### config.mk
export PLATFORM = sky130hd
export DESIGN_NAME = rer_error_bank
export DESIGN_NICKNAME = d
export VERILOG_FILES = /design/src/hw/rer_pkg.sv /design/src/hw/rer_error_bank.sv
export SDC_FILE = /design/constraint.sdc
export NUM_CORES = 1
export LEC_CHECK = 0
export CAP_MARGIN = 10
export CORE_MARGIN = 5
export CORE_UTILIZATION = 40
export DETAILED_ROUTE_END_ITERATION = 12
export DONT_BUFFER_PORTS = 1
export GPL_ROUTABILITY_DRIVEN = 0
export PLACE_DENSITY_LB_ADDON = 0.12
export SLEW_MARGIN = 5
export SYNTH_ARGS = -nofsm -noshare
export SYNTH_HDL_FRONTEND = slang
export SYNTH_SLANG_ARGS = --single-unit
### constraint.sdc
create_clock -name clock_i -period 1.1 [get_ports clock_i]
set_input_delay 0.275 -clock clock_i [delete_from_list [all_inputs] [get_ports clock_i]]
set_output_delay 0.275 -clock clock_i [all_outputs]
set_load 0.02 [all_outputs]
### src/hw/rer_pkg.sv
// constants and bit layout for the remote error status register bank
// What this block does
// - eight-bit error register, bit 7 unused
// - error bits fold unmasked into event flags
// - clear-status clears status, event, error together
// - error query read clears all error bits
// - bit 6 set on overlong message
// - bit 5 set on unknown header
// - bit 4 set on bad parameter format/count
// - bit 3 set on out-of-range parameter
// - bit 2 set on unexecutable command
// - bit 1 set on internal link fault
// - bit 0 set on damaged backup memory
// - event bit 5 flags syntactic/semantic faults
// - enabled event bit sets status bit 5
package rer_pkg;
  localparam int unsigned        REG_W         = 8;
  // error register bit positions
  localparam int unsigned        ERR_MSG_LONG  = 6;
  localparam int unsigned        ERR_HEADER    = 5;
  localparam int unsigned        ERR_FORMAT    = 4;
  localparam int unsigned        ERR_RANGE     = 3;
  localparam int unsigned        ERR_NO_EXEC   = 2;
  localparam int unsigned        ERR_LINK      = 1;
  localparam int unsigned        ERR_BACKUP    = 0;
  localparam logic [7:0]         ERR_USED_MASK = 8'h7f;
  // standard event register bit positions
  localparam int unsigned        EVT_POWER_ON  = 7;
  localparam int unsigned        EVT_CMD_ERR   = 5;
  localparam int unsigned        EVT_EXEC_ERR  = 4;
  localparam int unsigned        EVT_DEV_ERR   = 3;
  localparam int unsigned        EVT_QUERY_ERR = 2;
  localparam int unsigned        EVT_OP_DONE   = 0;
  // status byte summary bit
  localparam int unsigned        STB_EVT_SUM   = 5;
  // reset values
  localparam logic [7:0]         ERR_RESET     = 8'h00;
  localparam logic [7:0]         EVT_RESET     = 8'h80;
  localparam logic [7:0]         MASK_RESET    = 8'h00;
  // controller spacing between serial commands
  localparam int unsigned        CMD_GAP_MS    = 100;
  localparam int unsigned        CLK_HZ        = 50_000_000;
  localparam int unsigned        CMD_GAP_CYC   = CMD_GAP_MS * (CLK_HZ / 1000);
endpackage

### src/hw/rer_error_bank.sv
// error register and standard event register with query and clear
`timescale 1ns/100ps
module rer_error_bank (
  // clock and reset
  input  wire logic                        clock_i,
  input  wire logic                        rst_i,
  // error events from the command parser, one-cycle pulses
  input  wire logic                        msg_too_long_flag_i,
  input  wire logic                        bad_header_flag_i,
  input  wire logic                        bad_format_flag_i,
  input  wire logic                        out_of_range_flag_i,
  input  wire logic                        cannot_execute_flag_i,
  input  wire logic                        internal_link_fault_flag_i,
  input  wire logic                        backup_damaged_flag_i,
  // other event sources, one-cycle pulses
  input  wire logic                        query_fault_i,
  input  wire logic                        op_done_i,
  // commands: clear status, error query, event query
  input  wire logic                        clear_status_i,
  input  wire logic                        error_query_i,
  input  wire logic                        event_query_i,
  input  wire logic [rer_pkg::REG_W-1:0]   event_enable_i,
  // answers
  output logic      [rer_pkg::REG_W-1:0]   error_data_o,
  output logic                             error_valid_o,
  output logic      [rer_pkg::REG_W-1:0]   event_data_o,
  output logic                             event_valid_o,
  output logic      [rer_pkg::REG_W-1:0]   error_flags_o,
  output logic      [rer_pkg::REG_W-1:0]   event_flags_o,
  output logic                             event_summary_o,
  output logic                             status_clear_o
);
  import rer_pkg::*;

  // behaviour in short:
  // - parser pulses set error bits, which stay until cleared
  // - error classes fold into the event register as they arrive
  // - an error query answers with the value from before the clear
  //   and empties both registers on the same edge
  // - an event query answers and empties the event register only
  // - clear-status empties both and pulses status_clear_o once
  // - an event landing on a clearing edge is kept, not lost
  // - answers come one cycle after the query and hold until the
  //   next query of the same kind; valid is a one-cycle pulse
  // limitation: the summary follows the enables combinationally,
  // so a glitchy enable source shows on the summary as well

  // stored registers and their next values
  logic [REG_W-1:0] err_r;
  logic [REG_W-1:0] err_nxt;
  logic [REG_W-1:0] evt_r;
  logic [REG_W-1:0] evt_nxt;
  // answer registers' next values
  logic [REG_W-1:0] error_data_nxt;
  logic [REG_W-1:0] event_data_nxt;
  // this cycle's events, raw and after the bit 7 mask
  logic [REG_W-1:0] err_src;
  logic [REG_W-1:0] err_set;
  logic [REG_W-1:0] evt_set;
  // clear strobes, one per register
  logic             err_clear;
  logic             evt_clear;

  // error classes to event classes, no enable mask in between
  function automatic logic [REG_W-1:0] fold_errors(
    input logic [REG_W-1:0] errs
  );
    logic [REG_W-1:0] evts;
    evts               = '0;
    evts[EVT_CMD_ERR]  = |errs[ERR_MSG_LONG:ERR_FORMAT];
    evts[EVT_EXEC_ERR] = errs[ERR_RANGE] | errs[ERR_NO_EXEC];
    evts[EVT_DEV_ERR]  = errs[ERR_LINK] | errs[ERR_BACKUP];
    return evts;
  endfunction

  // set wins over clear, so an event in the clearing cycle survives
  function automatic logic [REG_W-1:0] merge_flags(
    input logic [REG_W-1:0] held,
    input logic [REG_W-1:0] fresh,
    input logic             clear
  );
    logic [REG_W-1:0] merged;
    if (clear) begin
      merged = fresh;
    end else begin
      merged = held | fresh;
    end
    return merged;
  endfunction

  // answer register keeps its value until the next query of its kind
  function automatic logic [REG_W-1:0] capture_answer(
    input logic [REG_W-1:0] held,
    input logic [REG_W-1:0] live,
    input logic             query
  );
    logic [REG_W-1:0] answer;
    if (query) begin
      answer = live;
    end else begin
      answer = held;
    end
    return answer;
  endfunction

  // parser pulses placed at their error bit positions
  always_comb begin
    err_src               = '0;
    err_src[ERR_MSG_LONG] = msg_too_long_flag_i;
    err_src[ERR_HEADER]   = bad_header_flag_i;
    err_src[ERR_FORMAT]   = bad_format_flag_i;
    err_src[ERR_RANGE]    = out_of_range_flag_i;
    err_src[ERR_NO_EXEC]  = cannot_execute_flag_i;
    err_src[ERR_LINK]     = internal_link_fault_flag_i;
    err_src[ERR_BACKUP]   = backup_damaged_flag_i;
  end

  // bit 7 has no source; the mask keeps it dead if one is added
  genvar gi;
  generate
    for (gi = 0; gi < REG_W; gi = gi + 1) begin : g_err_mask
      assign err_set[gi] = err_src[gi] & ERR_USED_MASK[gi];
    end
  endgenerate

  // query errors and completions enter the event register directly
  always_comb begin
    evt_set                = fold_errors(err_set);
    evt_set[EVT_QUERY_ERR] = query_fault_i;
    evt_set[EVT_OP_DONE]   = op_done_i;
  end

  // error query clears the event register as well
  assign err_clear = clear_status_i | error_query_i;
  assign evt_clear = clear_status_i | error_query_i |
                     event_query_i;

  always_comb begin
    err_nxt = merge_flags(err_r, err_set, err_clear) &
              ERR_USED_MASK;
  end

  always_comb begin
    evt_nxt = merge_flags(evt_r, evt_set, evt_clear);
  end

  always_comb begin
    error_data_nxt = capture_answer(error_data_o, err_r & ERR_USED_MASK,
                                    error_query_i);
  end

  always_comb begin
    event_data_nxt = capture_answer(event_data_o, evt_r, event_query_i);
  end

  // error bits; bit 7 is already forced low in err_nxt
  always_ff @(posedge clock_i or posedge rst_i) begin
    if (rst_i) begin
      err_r <= ERR_RESET;
    end else begin
      err_r <= err_nxt;
    end
  end

  // power-on flag: the reset value, raised again by every reset
  always_ff @(posedge clock_i or posedge rst_i) begin
    if (rst_i) begin
      evt_r <= EVT_RESET;
    end else begin
      evt_r <= evt_nxt;
    end
  end

  // answer holds the value from before the clear on the same edge
  always_ff @(posedge clock_i or posedge rst_i) begin
    if (rst_i) begin
      error_data_o <= '0;
    end else begin
      error_data_o <= error_data_nxt;
    end
  end

  // valid pulses for exactly one cycle per query
  always_ff @(posedge clock_i or posedge rst_i) begin
    if (rst_i) begin
      error_valid_o <= 1'b0;
    end else begin
      error_valid_o <= error_query_i;
    end
  end

  always_ff @(posedge clock_i or posedge rst_i) begin
    if (rst_i) begin
      event_data_o <= '0;
    end else begin
      event_data_o <= event_data_nxt;
    end
  end

  always_ff @(posedge clock_i or posedge rst_i) begin
    if (rst_i) begin
      event_valid_o <= 1'b0;
    end else begin
      event_valid_o <= event_query_i;
    end
  end

  // lets the status byte logic outside clear on the same command
  always_ff @(posedge clock_i or posedge rst_i) begin
    if (rst_i) begin
      status_clear_o <= 1'b0;
    end else begin
      status_clear_o <= clear_status_i;
    end
  end

  assign error_flags_o   = err_r;
  assign event_flags_o   = evt_r;
  // power-on flag alone raises the summary only if enabled
  assign event_summary_o = |(evt_r & event_enable_i);
endmodule

==> results of run 1 <==
## metrics by stage
step / instance area, µm² / instances / setup WS (ns) / TNS (ns)
after floorplan: 1130 / 76 / 0.00379 / 0
after global placement: 1170 / 107 / 0.0336 / 0
after detailed placement: 1170 / 107 / 0.0285 / 0
after CTS: 1290 / 119 / -0.262 / -1.06
after global routing: 1320 / 119 / -0.319 / -1.27
final: 1320 / 119 / -0.242 / -0.838
## cell usage in the layout, fill, tap and decap left out
cell type | Yosys | routed
sky130_fd_sc_hd__a2111o_1 | 1 | 1
sky130_fd_sc_hd__a211o_2 | 2 | 2
sky130_fd_sc_hd__a21o_1 | 7 | 7
sky130_fd_sc_hd__a21o_2 | 2 | 2
sky130_fd_sc_hd__a22oi_2 | 0 | 3
sky130_fd_sc_hd__and2_2 | 1 | 1
sky130_fd_sc_hd__buf_12 | 0 | 1
sky130_fd_sc_hd__buf_4 | 7 | 4
sky130_fd_sc_hd__buf_6 | 1 | 3
sky130_fd_sc_hd__clkbuf_1 | 0 | 2
sky130_fd_sc_hd__clkbuf_4 | 0 | 5
sky130_fd_sc_hd__clkbuf_8 | 0 | 1
sky130_fd_sc_hd__conb_1 | 1 | 6
sky130_fd_sc_hd__dfrtp_1 | 28 | 12
sky130_fd_sc_hd__dfrtp_2 | 0 | 16
sky130_fd_sc_hd__dfstp_2 | 1 | 1
sky130_fd_sc_hd__dlygate4sd3_1 | 0 | 4
sky130_fd_sc_hd__inv_1 | 1 | 1
sky130_fd_sc_hd__mux2_2 | 13 | 13
sky130_fd_sc_hd__nand3_2 | 0 | 1
sky130_fd_sc_hd__nor2_1 | 1 | 1
sky130_fd_sc_hd__nor3_4 | 1 | 1
## worst max-delay path: stages, from the launching register on
cell	delay, ns
sky130_fd_sc_hd__dfrtp_1	0.41
sky130_fd_sc_hd__a22oi_2	0.17
sky130_fd_sc_hd__nand3_2	0.16
## cell families after synthesis
group / share of synthesized area [%]
compound gates: 11.3
buf+inv: 6.14
flops: 66.0
mux: 13.3
other cells: 0.341
simple gates: 2.95
## path summary, 6_finish.rpt
path / to / slack, ns / cells after the start
max reg2reg: event_flags_o[5] / 0.10 / 2
max in group asynchronous: event_flags_o[7] / 0.43 / 3
min: event_flags_o[2] / 0.04 / 1
min reg2reg: error_flags_o[2] / 0.59 / 1
min in group asynchronous: error_data_o[5] / 0.43 / 3
max: event_summary_o / -0.24 / 2
## what timing repair did
action	CTS	global route
pin swaps	2	0
hold buffers	4	0
gates cloned	0	0
endpoints found under the hold margin	31	0
gates resized for setup	6	14
setup endpoints to repair	9	19
## state kept, by name (all words and copies together), names as in the netlist
signal          count
status_clear_o      1
error_data_o        7
event_valid_o       1
error_flags_o       7
event_data_o        6
event_flags_o       6
error_valid_o       1
## report_power, final
group          total, W  switching [W]  internal, W
clock          0.000642       0.000328     0.000315
sequential      0.00130       0.000145      0.00115
combinational  0.000199      0.0000953     0.000103
total           0.00214       0.000567      0.00157
## metal layers
metal / vias to the layer above / global-route usage (%) / share of wire (%)
met5: - / 0 / 0
met4: 0 / 7.69 / 2.3
met3: 7 / 6.65 / 10
met2: 28 / 19.2 / 53
met1: 311 / 12.6 / 35
li1: 271 / - / -
## area by class of cell
type | count | area, µm²
Multi-Input combinational cell | 38 | 345
Sequential cell | 29 | 747
Timing Repair Buffer | 12 | 124
Inverter | 1 | 3.75
Tap cell | 31 | 38.8
Fill cell | 262 | 1370
Clock buffer | 8 | 58.8
==> flow_summary.ini, run 1 <==
[floorplan]
fp.dieArea_um2 = 3900
ioPinCount = 58
die_width_um = 62.5
fp-row-count = 19
die_h_um = 62.5
design.core.area_um2 = 2690
floorplan.initialDensity_pct = 41.0

[run]
maxCapViolCount = 0

[timing]
post-route-period-util_pct = 122
timing.max_slew.rel_slack_pct = 61.9
grt_setup_unrepaired = yes
transition_time_of_the_tightest_slew_check_pin_ns = 0.570
hold_violation_total_from_the_final_report = 0
setup_violations = 7
fin_skew_ns = 0.00523
fin_ws_ns = -0.242
fin_worst_hold_slack_ns = 0.0427
final-max-slew-violation-count = 0
finalCriticalPeriod_ns = 1.34
achievable-frequency_mhz = 745

[worst_setup_path]
critical_path_arrival_ns = 1.07
critPathRequiredTime_ns = 0.82
worst-setup-path-type = reg2out
critical_path.startpoint_type = flip-flop
end_kind = primary output
critical_path_peak_fanout = 2
crit_path_start = event_flags_o[5]
r2r-start = event_flags_o[5]

[yosys]
synth_top_cell_area_share_pct = 63.6
yosysWarningCount = 0
syn-instance-count = 71
synth_top_cells_by_count = sky130_fd_sc_hd__dfrtp_1 (28), sky130_fd_sc_hd__mux2_2 (13), sky130_fd_sc_hd__a21o_1 (7), sky130_fd_sc_hd__buf_4 (7), sky130_fd_sc_hd__a22oi_1 (3)
synth-edff-count = 0
postSynthRegisterBits = 29
yosys.cell_count.top_type = sky130_fd_sc_hd__dfrtp_1
synth_area_leader_cell = sky130_fd_sc_hd__dfrtp_1
synthTopCellsByArea = sky130_fd_sc_hd__dfrtp_1 (64%), sky130_fd_sc_hd__mux2_2 (13%), sky130_fd_sc_hd__a21o_1 (4.8%), sky130_fd_sc_hd__buf_4 (4.8%), sky130_fd_sc_hd__dfstp_2 (2.4%)
synth_area_um2 = 1100
most_used_flip_flop_cell_after_synthesis = sky130_fd_sc_hd__dfrtp_1
synth-async-reset-ratio_pct = 100
yosysSeqAreaShare_pct = 66.0
synthDistinctLibCells = 16
synthesis.area_per_instance_um2 = 15.5

[drt]
drt-vias-per-instance = 5.18
post_drt_wl_per_cell_um = 18.8
postRouteWirelength_um = 2240
drt-pass1-iter-count = 2
route.detailed.drc = 0
ant_nets = 0
dr_total_vias = 617
drtIter0Drc = 8

[final_layout]
layout.nets = 109
area_growth_pct = 19.7
layout-drive-gt1-share_pct = 61.4
antenna_cells = 0
final_core_density_pct = 49.0

[clock_tree]
tritoncts = yes
worstSkewPairLatency_ns = 0.32
cts_buffers = 5
postCtsSetupBuffers = 0
cts_num_sinks = 29
htreeDepth = 2
clk_path_buf_depth = 2
cts_root_buffer = sky130_fd_sc_hd__clkbuf_4
clock_pin_slew_on_the_worst_setup_and_hold_paths_ns = 0.09

[run_status]
failed_checks = setup timing
outcome = finished with violations

[global_route]
antenna_found_initial = 0
grt_pass1_wl_um = 3600
gr-total-overflow = 0
globalRouteTotalUtil_pct = 12.2
grt_start_max_net_pins = 30
grt_pass1_vias = 673

[worst_hold_path]
timing.hold.worst.class = in2reg
holdCritStartpoint = query_fault_i

[pwr]
power.density_cell_area_nw_per_um2 = 1620
p_leak_nw = 0.563
ir_worst_vdd_uv = 1080
total_power_w = 0.00214

[placed_design]
port_buffer_count = 0
detailed_place_hpwl_um = 1620
(Power assumes the default switching activity.)
==> run 2: changes to the inputs <==
--- a/config.mk
+++ b/config.mk
@@ -6,6 +6,7 @@
 export NUM_CORES = 1
 export LEC_CHECK = 0
 export CAP_MARGIN = 10
+export CORE_ASPECT_RATIO = 1.5
 export CORE_MARGIN = 5
 export CORE_UTILIZATION = 40
 export DETAILED_ROUTE_END_ITERATION = 12
==> flow_summary.ini, run 2 (synthesized netlist as in run 1, its figures left out) <==
[worst_setup_path]
critPathBufInv = 0
worst-setup-path-type = reg2out
max_stage_delay_ns = 0.40
critical_path_peak_fanout = 2
crit_path_top_delay_cell = sky130_fd_sc_hd__dfrtp_2
critPathRequiredTime_ns = 0.82
critical_path.startpoint_type = flip-flop
end_kind = primary output
critical_path.top_delay_family = flip-flops
critical_path_cell_by_cell = a22oi_2 -> nand3_2
critical_path_arrival_ns = 1.03

[clock_tree]
tritoncts = yes
htreeDepth = 2
worstSkewPairLatency_ns = 0.28
cts_num_sinks = 29
clock_pin_slew_on_the_worst_setup_and_hold_paths_ns = 0.06
cts_root_buffer = sky130_fd_sc_hd__clkbuf_8
cts_buffers = 5
clk_path_buf_depth = 2

[drt]
drtIter0Drc = 3
dr_total_vias = 593
postRouteWirelength_um = 2250
route.detailed.drc = 0
drt-vias-per-instance = 4.86
drt-pass1-iter-count = 2
post_drt_wl_per_cell_um = 18.5
ant_nets = 0

[pwr]
ir_worst_vdd_uv = 903
total_power_w = 0.00244
p_leak_nw = 0.589
power.density_cell_area_nw_per_um2 = 1830

[final_layout]
layout-drive-gt1-share_pct = 49.4
antenna_cells = 0
area_growth_pct = 20.9
mostFrequentLayoutCells = sky130_fd_sc_hd__dfrtp_1 (26), sky130_fd_sc_hd__mux2_2 (13), sky130_fd_sc_hd__a21o_1 (7), sky130_fd_sc_hd__clkbuf_8 (7)
layout.cells.most_common = sky130_fd_sc_hd__dfrtp_1
layoutNonFillerInstCount = 122
fillers = 246
layout.nets = 106
final_cell_area_um2 = 1330

[placed_design]
numPlacedInstances = 112
detailed_place_hpwl_um = 1680
place_area_um2 = 1170
port_buffer_count = 0

[global_route]
grt_pass1_vias = 689
antenna_found_initial = 0
grt_pass1_wl_um = 3610
globalRouteTotalUtil_pct = 13.3
grt_start_max_net_pins = 30
gr-total-overflow = 0

[run]
maxCapViolCount = 0

[worst_hold_path]
timing.hold.worst.class = in2reg

[timing]
post-route-period-util_pct = 119
fin_skew_ns = 0.00123
fin_ws_ns = -0.208
achievable-frequency_mhz = 765
grt_setup_unrepaired = yes
finalCriticalPeriod_ns = 1.31
hold_violation_total_from_the_final_report = 0
setup_violations = 5
final-max-slew-violation-count = 0
fin_worst_hold_slack_ns = 0.0234

[floorplan]
die_h_um = 74.3
die_width_um = 52.8
fp-row-count = 23
floorplan.initialDensity_pct = 41.6
design.core.area_um2 = 2650
fp.dieArea_um2 = 3920
ioPinCount = 58

[run_status]
outcome = finished with violations
failed_checks = setup timing
==> run 2: cell types whose count changed in the layout (fill, tap and decap cells not counted) <==
cell / before / now
sky130_fd_sc_hd__buf_4: 4 / 1
sky130_fd_sc_hd__buf_6: 3 / 6
sky130_fd_sc_hd__clkbuf_1: 2 / 0
sky130_fd_sc_hd__clkbuf_4: 5 / 0
sky130_fd_sc_hd__clkbuf_8: 1 / 7
sky130_fd_sc_hd__clkinv_2: 0 / 1
sky130_fd_sc_hd__dfrtp_1: 12 / 26
sky130_fd_sc_hd__dfrtp_2: 16 / 2
sky130_fd_sc_hd__dlygate4sd3_1: 4 / 1
==> run 2: layer usage <==
| metal | routed length (µm) | GRT usage (%) |
|---|---|---|
| met1 | 843 | 16.2 |
| met2 | 1110 | 18.6 |
| met3 | 232 | 7.01 |
| met4 | 64 | 7.67 |
| met5 | 0 | 0 |
==> run 2: worst reg2reg max path, stage by stage (launching register included) <==
cell,delay [ns]
sky130_fd_sc_hd__dfrtp_2,0.40
sky130_fd_sc_hd__buf_4,0.13
sky130_fd_sc_hd__buf_6,0.12
sky130_fd_sc_hd__mux2_2,0.25
==> run 2: timing repair <==
item | in CTS | in global routing
endpoints found under the hold margin | 28 | 0
hold buffers | 1 | 0
endpoints found under the setup margin | 7 | 7
setup buffers | 1 | 0
gates resized for setup | 9 | 0
pin swaps | 2 | 2
==> run 2: path summary, 6_finish.rpt <==
path | start | endpoint | slack (ns) | cells past startpoint
worst max-delay path | event_flags_o[2] | event_summary_o | -0.21 | 2
worst min-delay path | clear_status_i | status_clear_o | 0.02 | 0
worst max register to register | event_flags_o[2] | event_data_o[2] | 0.08 | 3
worst min register to register | event_flags_o[5] | event_flags_o[5] | 0.59 | 1
max in group asynchronous | rst_i | event_flags_o[7] | 0.39 | 3
min in group asynchronous | rst_i | error_flags_o[0] | 0.48 | 3
==> run 2: per-stage QoR <==
step | util [%] | TNS [ns] | setup slack (ns)
after floorplan | - | 0 | 0.00379
after global placement | 44.4 | 0 | 0.0192
after detailed placement | 44.4 | 0 | 0.00897
after CTS | 50.3 | -0.581 | -0.243
after global routing | 50.3 | -0.714 | -0.263
final | 50.3 | -0.482 | -0.208
==> run 2: cell type report <==
cell class                 instances  area, µm²  share of cell area (%)
timing repair buffer               9        105                    7.89
clock buffer                       7       96.3                    7.24
tap                               37       46.3                    3.48
multi-input combinational         38        345                    25.9
inverter                           1       3.75                   0.282
clock inverter                     1       5.00                   0.376
sequential                        29        729                    54.8
==> run 2: where the power goes <==
group / switching (W) / internal [W]
registers: 0.000146 / 0.00115
clock network: 0.000384 / 0.000564
logic: 0.0000936 / 0.000102
total: 0.000624 / 0.00181
==> run 3: changes to the inputs <==
--- a/config.mk
+++ b/config.mk
@@ -12,6 +12,7 @@
 export DETAILED_ROUTE_END_ITERATION = 12
 export DONT_BUFFER_PORTS = 1
 export GPL_ROUTABILITY_DRIVEN = 0
+export MAX_ROUTING_LAYER = met4
 export PLACE_DENSITY_LB_ADDON = 0.12
 export SLEW_MARGIN = 5
 export SYNTH_ARGS = -nofsm -noshare
==> flow_summary.ini, run 3 (synthesized netlist as in run 1, its figures left out) <==
[global_route]
antenna_found_initial = 0
grt_pass1_vias = 689
grt_pass1_wl_um = 3600
gr-total-overflow = 0
globalRouteTotalUtil_pct = 13.7
grt_start_max_net_pins = 30

[timing]
post-route-period-util_pct = 119
finalCriticalPeriod_ns = 1.31
hold_violation_total_from_the_final_report = 0
fin_worst_hold_slack_ns = 0.0227
setup_violations = 5
fin_ws_ns = -0.208
achievable-frequency_mhz = 765
final-max-slew-violation-count = 0
fin_skew_ns = 0.00122
grt_setup_unrepaired = yes
sum_of_negative_setup_slack_ns = -0.485

[clock_tree]
clock_pin_slew_on_the_worst_setup_and_hold_paths_ns = 0.06
htreeDepth = 2
cts_root_buffer = sky130_fd_sc_hd__clkbuf_8
tritoncts = yes
worstSkewPairLatency_ns = 0.28
cts_num_sinks = 29
cts_buffers = 5
clk_path_buf_depth = 2

[drt]
drt-vias-per-instance = 4.87
postRouteWirelength_um = 2260
post_drt_wl_per_cell_um = 18.5
dr_total_vias = 594
route.detailed.drc = 0
drt-pass1-iter-count = 2
ant_nets = 0
drtIter0Drc = 4

[placed_design]
numPlacedInstances = 112
port_buffer_count = 0
detailed_place_hpwl_um = 1680

[run_status]
outcome = finished with violations
failed_checks = setup timing

[worst_hold_path]
holdCritStartpoint = clear_status_i
timing.hold.worst.class = in2reg

[final_layout]
layoutNonFillerInstCount = 122
mostFrequentLayoutCells = sky130_fd_sc_hd__dfrtp_1 (26), sky130_fd_sc_hd__mux2_2 (13), sky130_fd_sc_hd__a21o_1 (7), sky130_fd_sc_hd__clkbuf_8 (7)
antenna_cells = 0
layout-drive-gt1-share_pct = 49.4
layout.cells.most_common = sky130_fd_sc_hd__dfrtp_1
area_growth_pct = 20.9
layout.nets = 106

[worst_setup_path]
critical_path.startpoint_type = flip-flop
end_kind = primary output
critical_path_arrival_ns = 1.03
crit_path_start = event_flags_o[2]
worst-setup-path-type = reg2out
r2r-start = event_flags_o[2]
setup.reg_to_reg.worst_slack_ns = 0.08
r2r-end = event_data_o[2]
critical_path_peak_fanout = 2
r2r_cells = 3
critPathRequiredTime_ns = 0.82
critPathCapture = event_summary_o

[floorplan]
die_width_um = 52.8
design.core.area_um2 = 2650
ioPinCount = 58
fp-row-count = 23
fp.dieArea_um2 = 3920
floorplan.initialDensity_pct = 41.6
die_h_um = 74.3

[pwr]
total_power_w = 0.00244
ir_worst_vdd_uv = 904
p_leak_nw = 0.589
power.density_cell_area_nw_per_um2 = 1830

[run]
maxCapViolCount = 0
==> run 3: worst min-delay path by stage <==
| stage | slack, ns | cells past startpoint | to |
|---|---|---|---|
| 3_3_place_gp | 0.21 | 2 | event_flags_o[3] |
| 3_5_place_dp | 0.22 | 2 | event_data_o[2] |
| 4_1_cts | 0.009 | 0 | status_clear_o |
| 2_1_floorplan | 0.31 | 0 | error_valid_o |
| 5_1_grt | 0.006 | 0 | status_clear_o |
| 6_report | 0.02 | 0 | status_clear_o |
==> run 3: report_power, final <==
part           internal (W)  switching [W]  total [W]
sequential          0.00115       0.000146    0.00129
combinational      0.000102      0.0000938   0.000196
clock              0.000564       0.000386   0.000950
==> run 3: cell type report <==
type / instances / area [µm²]
fill: 246 / 1320
sequential: 29 / 729
multi-input combinational: 38 / 345
timing repair buffer: 9 / 105
clock buffer: 7 / 96.3
tap: 37 / 46.3
clock inverter: 1 / 5.00
inverter: 1 / 3.75
==> run 3: through the flow <==
stage / instance area, µm² / setup slack [ns] / util (%)
floorplan: 1130 / 0.00379 / -
CTS: 1330 / -0.243 / 50.3
global placement: 1170 / 0.0192 / 44.4
finish: 1330 / -0.208 / 50.3
detailed placement: 1170 / 0.00897 / 44.4
global route: 1330 / -0.263 / 50.3
==> run 3: critical path: stages, from the launching register on <==
cell                      delay, ns
sky130_fd_sc_hd__dfrtp_2       0.40
sky130_fd_sc_hd__a22oi_2       0.19
sky130_fd_sc_hd__nand3_2       0.16
==> run 3: layer usage <==
layer  global-route usage, %  vias up  wire [µm]
met2                    18.6       35       1110
met1                    16.4      289        864
met5                       -        -          0
met3                    6.81        7        227
met4                    7.67        0         63
li1                        -      263          -
==> run 3: repair_timing <==
action,in CTS,in global routing
endpoints found under the setup margin,7,7
hold buffers,1,0
buffers inserted,1,0
gates resized for setup,9,0
pin swaps,2,2
hold endpoints to repair,28,0
